## config.mk

```make
export PLATFORM = sky130hd
export DESIGN_NAME = ext_context_status_tracker
export DESIGN_NICKNAME = d
export VERILOG_FILES = /design/src/rtl/ext_ctx_pkg.sv /design/src/rtl/ext_ctx_if.sv /design/src/rtl/ext_context_status_tracker.sv /design/src/rtl/ext_ctx_unit.sv
export VERILOG_INCLUDE_DIRS = /design/src /design/src/rtl
export SDC_FILE = /design/constraint.sdc
export NUM_CORES = 1
export LEC_CHECK = 0
export BUFFER_PORTS_ARGS = -buffer_cell sky130_fd_sc_hd__buf_2
export CORE_ASPECT_RATIO = 0.7
export CORE_MARGIN = 3
export CORE_UTILIZATION = 31
export CTS_CLUSTER_SIZE = 20
export DETAILED_ROUTE_END_ITERATION = 8
export PLACE_DENSITY = 0.63
export SYNTH_ARGS = -nofsm -noshare
export SYNTH_HDL_FRONTEND = slang
export SYNTH_SLANG_ARGS = --single-unit
```

## constraint.sdc

```tcl
create_clock -name i_clk -period 3.3 [get_ports i_clk]
set_input_delay 0.33 -clock i_clk [delete_from_list [all_inputs] [get_ports i_clk]]
set_output_delay 0.33 -clock i_clk [all_outputs]
set_load 0.05 [all_outputs]
```

## src/rtl/ext_ctx_defs.svh

```systemverilog
// constants of the extension context status tracker
// assumes inclusion by bare name from the package and the top module
`ifndef EXT_CTX_DEFS_SVH
`define EXT_CTX_DEFS_SVH

// ==========================================================
// status encoding
`define CTX_ST_OFF 2'h0
`define CTX_ST_INITIAL 2'h1
`define CTX_ST_CLEAN 2'h2
`define CTX_ST_DIRTY 2'h3
`define CTX_ST_RESET 2'h0

// ==========================================================
// sizes
`define CTX_ST_W 2
`define CTX_UNITS 2
`define CTX_UNIT_FP 0
`define CTX_UNIT_VEC 1
`define CTX_EXT_UNITS 2

`endif

```

## src/rtl/ext_ctx_pkg.sv

```systemverilog
// types of the extension context status tracker
// assumes ext_ctx_defs.svh is on the include path
`include "ext_ctx_defs.svh"

package ext_ctx_pkg;

  // ==========================================================
  // status values
  typedef enum logic [`CTX_ST_W-1:0] {
    ST_OFF = `CTX_ST_OFF,
    ST_INITIAL = `CTX_ST_INITIAL,
    ST_CLEAN = `CTX_ST_CLEAN,
    ST_DIRTY = `CTX_ST_DIRTY
  } ctx_status_t;

endpackage

```

## src/rtl/ext_ctx_if.sv

```systemverilog
// carrier between the tracker and its per-unit next-state logic
// assumes both ends sit in the core clock domain
interface ext_ctx_if;
  import ext_ctx_pkg::*;

  ctx_status_t cur;
  logic csr_we;
  ctx_status_t wdata;
  logic use_req;
  logic modify;
  ctx_status_t next;
  logic illegal;

  modport unit (
    input cur,
    input csr_we,
    input wdata,
    input use_req,
    input modify,
    output next,
    output illegal
  );

  modport core (
    output cur,
    output csr_we,
    output wdata,
    output use_req,
    output modify,
    input next,
    input illegal
  );
endinterface

```

## src/rtl/ext_context_status_tracker.sv

```systemverilog
// extension context status tracker: fp, vector and extension summary
// assumes execution units flag use and possible modification per cycle,
// and each extra extension reports its own status field
`include "ext_ctx_defs.svh"

module ext_context_status_tracker #(
  parameter bit HAS_FP = 1'b1,
  parameter bit HAS_VEC = 1'b1,
  parameter bit HAS_SMODE = 1'b1,
  parameter bit HAS_EXT = 1'b1,
  parameter bit FP_ZERO_IF_ABSENT = 1'b1,
  parameter bit VEC_ZERO_IF_ABSENT = 1'b1,
  parameter bit FP_TRACK = 1'b1,
  parameter bit VEC_TRACK = 1'b1
) (
  // clock, reset, enable
  input wire logic i_clk,
  input wire logic i_rst_n,
  input wire logic i_ce,
  // privileged software writes
  input wire logic i_fs_we,
  input wire ext_ctx_pkg::ctx_status_t i_fs_wdata,
  input wire logic i_vs_we,
  input wire ext_ctx_pkg::ctx_status_t i_vs_wdata,
  // execution units
  input wire logic i_fp_use,
  input wire logic i_fp_modify,
  input wire logic i_vec_use,
  input wire logic i_vec_modify,
  // extra extensions
  input wire ext_ctx_pkg::ctx_status_t i_ext_status [`CTX_EXT_UNITS],
  input wire logic [`CTX_EXT_UNITS-1:0] i_ext_use,
  // status fields
  output ext_ctx_pkg::ctx_status_t o_fp_state_status,
  output ext_ctx_pkg::ctx_status_t o_vector_state_status,
  output ext_ctx_pkg::ctx_status_t o_ext_state_summary,
  output logic o_dirty_summary_bit,
  // exceptions and initialization requests
  output logic o_fp_illegal,
  output logic o_vec_illegal,
  output logic [`CTX_EXT_UNITS-1:0] o_ext_illegal,
  output logic [`CTX_EXT_UNITS-1:0] o_ext_init
);
  import ext_ctx_pkg::*;

  // ==========================================================
  // configuration
  // absent hardware without supervisor mode forces zero; with it, optional
  localparam bit FP_LIVE = HAS_FP || (HAS_SMODE && !FP_ZERO_IF_ABSENT);
  localparam bit VEC_LIVE = HAS_VEC || (HAS_SMODE && !VEC_ZERO_IF_ABSENT);
  localparam bit [`CTX_UNITS-1:0] LIVE_V = {VEC_LIVE, FP_LIVE};
  localparam bit [`CTX_UNITS-1:0] TRACK_V = {VEC_TRACK, FP_TRACK};

  // ==========================================================
  // per-unit request vectors
  ext_ctx_if unit_if [`CTX_UNITS] ();
  ctx_status_t st [`CTX_UNITS];
  logic [`CTX_UNITS-1:0] we_v;
  ctx_status_t wdata_v [`CTX_UNITS];
  logic [`CTX_UNITS-1:0] use_v;
  logic [`CTX_UNITS-1:0] mod_v;
  ctx_status_t next_st [`CTX_UNITS];
  logic [`CTX_UNITS-1:0] illegal_v;

  // no enable, disable or unconfigure inputs exist for fp and vector:
  // only writes and execution move these fields
  always_comb begin
    we_v = {i_vs_we, i_fs_we};
    wdata_v[`CTX_UNIT_FP] = i_fs_wdata;
    wdata_v[`CTX_UNIT_VEC] = i_vs_wdata;
    use_v = {i_vec_use, i_fp_use};
    mod_v = {i_vec_modify, i_fp_modify};
  end

  for (genvar g = 0; g < `CTX_UNITS; g++) begin : g_unit
    assign unit_if[g].cur = st[g];
    assign unit_if[g].csr_we = we_v[g];
    assign unit_if[g].wdata = wdata_v[g];
    assign unit_if[g].use_req = use_v[g];
    assign unit_if[g].modify = mod_v[g];
    assign next_st[g] = unit_if[g].next;
    assign illegal_v[g] = unit_if[g].illegal;

    ext_ctx_unit #(
      .LIVE(LIVE_V[g]),
      .TRACK(TRACK_V[g])
    ) u_unit (
      .port_if(unit_if[g])
    );
  end

  // ==========================================================
  // extension summary
  ctx_status_t next_xs;
  ctx_status_t ext_prev [`CTX_EXT_UNITS];
  ctx_status_t next_ext_prev [`CTX_EXT_UNITS];
  logic [`CTX_EXT_UNITS-1:0] next_ext_init;

  // no software write path: summary only follows the extensions' own fields
  always_comb begin
    next_xs = ST_OFF;
    if (HAS_EXT) begin
      for (int i = 0; i < `CTX_EXT_UNITS; i++) begin
        if (i_ext_status[i] > next_xs) begin
          next_xs = i_ext_status[i];
        end
      end
    end
  end

  // a unit coming back on may carry another context's state
  always_comb begin
    for (int i = 0; i < `CTX_EXT_UNITS; i++) begin
      next_ext_prev[i] = HAS_EXT ? i_ext_status[i] : ST_OFF;
      next_ext_init[i] = HAS_EXT && ext_prev[i] == ST_OFF && i_ext_status[i] != ST_OFF;
    end
  end

  always_comb begin
    for (int i = 0; i < `CTX_EXT_UNITS; i++) begin
      o_ext_illegal[i] = HAS_EXT && i_ext_use[i] && i_ext_status[i] == ST_OFF;
    end
    o_fp_illegal = illegal_v[`CTX_UNIT_FP];
    o_vec_illegal = illegal_v[`CTX_UNIT_VEC];
  end

  // ==========================================================
  // dirty summary
  logic next_sd;

  always_comb begin
    next_sd = next_st[`CTX_UNIT_FP] == ST_DIRTY
      || next_st[`CTX_UNIT_VEC] == ST_DIRTY
      || next_xs == ST_DIRTY;
  end

  // ==========================================================
  // registers
  always_ff @(posedge i_clk or negedge i_rst_n) begin
    if (!i_rst_n) begin
      for (int i = 0; i < `CTX_UNITS; i++) begin
        st[i] <= ctx_status_t'(`CTX_ST_RESET);
      end
      for (int i = 0; i < `CTX_EXT_UNITS; i++) begin
        ext_prev[i] <= ctx_status_t'(`CTX_ST_RESET);
      end
      o_ext_state_summary <= ctx_status_t'(`CTX_ST_RESET);
      o_dirty_summary_bit <= 1'b0;
      o_ext_init <= '0;
    end else if (i_ce) begin
      st <= next_st;
      ext_prev <= next_ext_prev;
      o_ext_state_summary <= next_xs;
      o_dirty_summary_bit <= next_sd;
      o_ext_init <= next_ext_init;
    end
  end

  always_comb begin
    o_fp_state_status = st[`CTX_UNIT_FP];
    o_vector_state_status = st[`CTX_UNIT_VEC];
  end

  logic any_ext_dirty;
  logic any_ext_clean;
  logic all_ext_off;
  logic [`CTX_EXT_UNITS-1:0] ext_off_v;

  // level flags kept apart from the max loop, so a broken compare shows up
  always_comb begin
    any_ext_dirty = 1'b0;
    any_ext_clean = 1'b0;
    all_ext_off = 1'b1;
    ext_off_v = '0;
    for (int i = 0; i < `CTX_EXT_UNITS; i++) begin
      any_ext_dirty = any_ext_dirty || i_ext_status[i] == ST_DIRTY;
      any_ext_clean = any_ext_clean || i_ext_status[i] == ST_CLEAN;
      all_ext_off = all_ext_off && i_ext_status[i] == ST_OFF;
      ext_off_v[i] = i_ext_status[i] == ST_OFF;
    end
  end
endmodule

```

## src/rtl/ext_ctx_unit.sv

```systemverilog
// next-state logic for one status field (fp or vector)
// assumes the caller registers next and gates it with its clock enable
module ext_ctx_unit #(
  parameter bit LIVE = 1'b1,
  parameter bit TRACK = 1'b1
) (
  ext_ctx_if.unit port_if
);
  import ext_ctx_pkg::*;

  // ==========================================================
  // next status
  always_comb begin
    port_if.next = port_if.cur;
    if (!LIVE) begin
      port_if.next = ST_OFF;
    end else begin
      if (port_if.csr_we) begin
        // no datapath hook here: fp and vector registers keep their data
        port_if.next = port_if.wdata;
        if (!TRACK && port_if.wdata != ST_OFF) begin
          port_if.next = ST_DIRTY;
        end
      end
      // hardware set wins over a software write in the same cycle unless the field was off;
      // an unchanged-contents write still counts, tracking is imprecise
      if (port_if.modify && port_if.cur != ST_OFF) begin
        port_if.next = ST_DIRTY;
      end
    end
  end

  // ==========================================================
  // access check
  always_comb begin
    port_if.illegal = port_if.use_req && port_if.cur == ST_OFF;
  end
endmodule

```

Word-level counts from Yosys, hierarchy flattened. Index checks and enable logic that the tools add are counted.

Bits of input ports: 19. Register bits: 13. Memory bits (writable): 0. Bits in latches: 0. Bits in read-only memories: 0. Word-level logic and storage cells: 38. Memories: 0. Output and inout bits: 13.

Div/mod/pow operators: 0. Shifts and indexed selects: 0. Add/sub/neg operators: 0. Equality and inequality tests: 3. Multipliers: 0. Reductions and logical operators: 20. Bitwise logic cells: 0. Order comparisons: 2. Mux-type cells: 6.

Operators with widths (count): $logic_not A2 Y1 (6); $mux W2 (6); $logic_and A1 B1 Y1 (8); $reduce_bool A2 Y1 (4); $eq A2 B2 Y1 const B (3); $gt A2 B1 Y1 const B (1); $gt A2 B2 Y1 (1); $logic_or A1 B1 Y1 (2).

Logic depth before layout (Yosys ltp).
Depth in word-level cells: 6. Gate-level depth with buffers: 6. Mapped depth without buffers: 6.

By module. Synthesis repeated with hierarchy kept, for this count alone.

Cell total of the unflattened synthesis: 66. Area total of the unflattened synthesis: 720.7 sq um.

Modules (own cells, without submodules): ext_context_status_tracker (sequential area each 325.3 sq um, cells each 50, area each 630.6 sq um, times used 1); ext_ctx_unit (sequential area each 0.0 sq um, cells each 8, area each 45.0 sq um, times used 2).

Least setup slack after synthesis. Ideal clock, no wire load.

Path type: reg-to-output. Start point: register st (netlist bit o_vector_state_status[1]). End point: output port o_vec_illegal. Stages on the path, launching flop included: 2. Required time: 2970 ps. Arrival time: 1827 ps. Setup slack: 1143 ps. Path buffers: 0. Path through: dfrtp_1 > nor3b_1.

Longest elaborated chain between the ends: 2.

Ends and longest elaborated chain: start: declaration (line ext_context_status_tracker.sv:57) `` ctx_status_t st [`CTX_UNITS]; ``; start signal: indexed assignment (line ext_context_status_tracker.sv:142) `` st[i] <= ctx_status_t'(`CTX_ST_RESET); ``; start signal: assignment (line ext_context_status_tracker.sv:151) `st <= next_st;`; $logic_not A2 Y1 (line ext_ctx_unit.sv:36) `port_if.illegal = port_if.use_req && port_if.cur == ST_OFF;`; $logic_and A1 B1 Y1 (line ext_ctx_unit.sv:36); end: declaration (line ext_context_status_tracker.sv:40) `output logic o_vec_illegal,`.

Every way passes these cells.

Worst setup path in the final report. Same ends and word-level chain as after synthesis.

==> metrics.yaml <==
drc_errors: 0
grt_max_degree: 18
diodes: 0
hp-class: "input pin to register"
finalCritPeriodShare_pct: 46.7
htree_levels: 1
ir_worst_vdd_uv: 203
grt_pass1_vias: 605
synthCells: 62
area_growth_pct: 27.9
worstSetupPathType: "register to primary output"
worst_path_largest_cell_delay_ns: 0.44
die_x_um: 64.2
antenna_left: 0
hold_viol: 0
ys_async_sr_fraction_pct: 100
fmax_mhz: 649
crit_arrival_ns: 1.21
placedInstanceArea_sq_um: 905
synth_cell_types: 30
clock_sinks: 13
drive_above_1_share_pct: 49.0
run_status: "finished clean"
cts_buffers: 3
via_per_inst: 4.75
syn_area_sq_um: 736
die-area_sq_um: 3000
cts_buffer_depth: 2
synthMostInstantiatedCell: "dfrtp_1"
clk_pin_slew_ns: 0.08
power_uw: 437
p_switching_uw: 163
path_buf_inv: 1
dp_cells: 123
comb_power_share_pct: 32.9
netlist.area_leader.share_pct: 44.2
finClkSkew_ns: 0.00672
place_ws_ns: 1.60
synthFlopType: "dfrtp_1"
pwr-share-seq_pct: 44.3
start_util_pct: 33.3
yosysTopAreaCell: "dfrtp_1"
synth_area_leaders: "dfrtp_1, mux2_2, ha_1, a22o_1, nor2_1"
synth_common_cells: "dfrtp_1, mux2_2, nor2_1"
cp_top_family: "flip-flops"
final_max_slew_viol_count: 0
ys_warn_count: 0
hold_depth: 2
pwr_density_cell_nw_per_um2: 464
vias: 608
fillers: 225
gr-total-overflow: 0
rsz0062_at_grt: "no"
antenna_found_initial: 0
critPathLaunchType: "register"
rows: 14
routedWlPerCell_um: 12.1
whs_endpoint: "ext_prev[0]"
max_cap_viol_count: 0
syn-num-nets: 84
synth-edff-count: 0
swShare_pct: 37.3
min_from: "i_ext_status[0]"
core_sq_um: 2210
dp_hpwl_mm: 1.24
clk_latency_ns: 0.28
worstSetupEndpointType: "primary output"
finalWeightedCongestion: 0.684
final_area_sq_um: 941
drtIter0Drc: 8
r2r_end: "o_dirty_summary_bit"
p_leak_nw: 0.449
ys_seq_area_share_pct: 44.2
setup_viol: 0
fin_ws_ns: 1.76
reg2reg_depth: 4
port_buffers: 31
stdcell_count: 128
dr.pass1.iters: 4
ff2ff_setup_slack_ns: 2.09
tns_ns: 0
ioPinCount: 32
r2r-start: "o_vector_state_status[0]"
worst_pin_slew_ns: 0.331
cts-root-buf: "clkbuf_4"
slowest_stage: "dfrtp_1"
crit_chain: "nor3b_1, buf_2"
nets: 119
cp_max_fo: 5
cts_resized: 0
cts_tree: "yes"
die_h_um: 46.8
ctsHoldBuffers: 1
worst_ep_required_time_ns: 2.97
cts_setup_buffers: 0
syn_area_per_cell_sq_um: 11.9
grt_usage_pct: 11.4
power.share.clock_pct: 22.8
intPower_uw: 274
grt_pass1_wl_mm: 2.57
fin_crit_ns: 1.54
drt_wl_total_mm: 1.55
ys_seq_elements: 13
max_slew_margin_pct: 78.0
flip-flops by register name, summed over array words and instances, names as in the netlist:
name	flops
o_ext_init	2
ext_prev	4
o_fp_state_status	2
o_ext_state_summary	2
o_dirty_summary_bit	1
o_vector_state_status	2
layout by cell type, fill, tap and decap left out, types with 2 or more instances in the layout:
| master | count |
|---|---|
| a31oi_1 | 2 |
| ha_1 | 3 |
| nor2_1 | 5 |
| mux2_2 | 7 |
| nor3b_1 | 2 |
| a22o_1 | 4 |
| buf_2 | 31 |
| clkbuf_4 | 3 |
| dfrtp_1 | 13 |
| inv_1 | 4 |
kinds of logic (layout without fill, tap and decap cells):
group	after synthesis	count (layout)	synth area share, %
flops	13	13	44.2
compound gates	17	17	21.3
simple gates	15	15	11.7
mux	8	8	12.1
buf+inv	6	40	5.61
fa+ha+maj	3	3	5.10
metal layers:
| layer | up-vias | GRT usage (%) | routed length (um) | part of all wire [%] |
|---|---|---|---|---|
| met4 | 0 | 2.52 | 0 | 0 |
| met5 | - | 0 | 0 | 0 |
| met3 | 0 | 4.55 | 115 | 7.4 |
| met1 | 286 | 13.0 | 705 | 46 |
| met2 | 23 | 20.9 | 726 | 47 |
| li1 | 299 | - | - | - |
cell type report:
cell class	instances	area [sq um]	share of cell area, %
clock buffers	4	26.3	2.79
inverters	4	15.0	1.60
multi-input cells	43	369	39.2
flip-flops and latches	13	325	34.6
well taps	32	40.0	4.26
repair buffers	32	165	17.6
how the worst max path moves through the flow:
stage / endpoint / from / depth (start not counted) / slack, ns
3_3_place_gp: o_dirty_summary_bit / i_ext_status[1] / 6 / 1.69
3_5_place_dp: o_dirty_summary_bit / i_ext_status[1] / 7 / 1.60
2_1_floorplan: o_vec_illegal / o_vector_state_status[1] / 1 / 1.14
5_1_grt: o_fp_illegal / o_fp_state_status[0] / 2 / 1.70
4_1_cts: o_fp_illegal / o_fp_state_status[0] / 2 / 1.75
6_report: o_vec_illegal / o_vector_state_status[1] / 2 / 1.76
per-stage QoR:
step	hold slack (ns)	util (%)
floorplan	0.0344	-
global placement	0.234	41.0
detailed placement	0.233	41.0
CTS	0.289	42.6
global route	0.296	42.6
finish	0.298	42.6
power groups by stage:
| stage | logic (mW) | registers (mW) | clock network (mW) |
|---|---|---|---|
| 5_1_grt | 0.155 | 0.197 | 0.112 |
| 4_1_cts | 0.146 | 0.194 | 0.104 |
| 2_1_floorplan | 0.0576 | 0.242 | 0 |
| 3_5_place_dp | 0.145 | 0.196 | 0 |
| 6_report | 0.144 | 0.193 | 0.0994 |
| 3_3_place_gp | 0.142 | 0.195 | 0 |
Note: power is estimated with default switching activity, not from simulation.
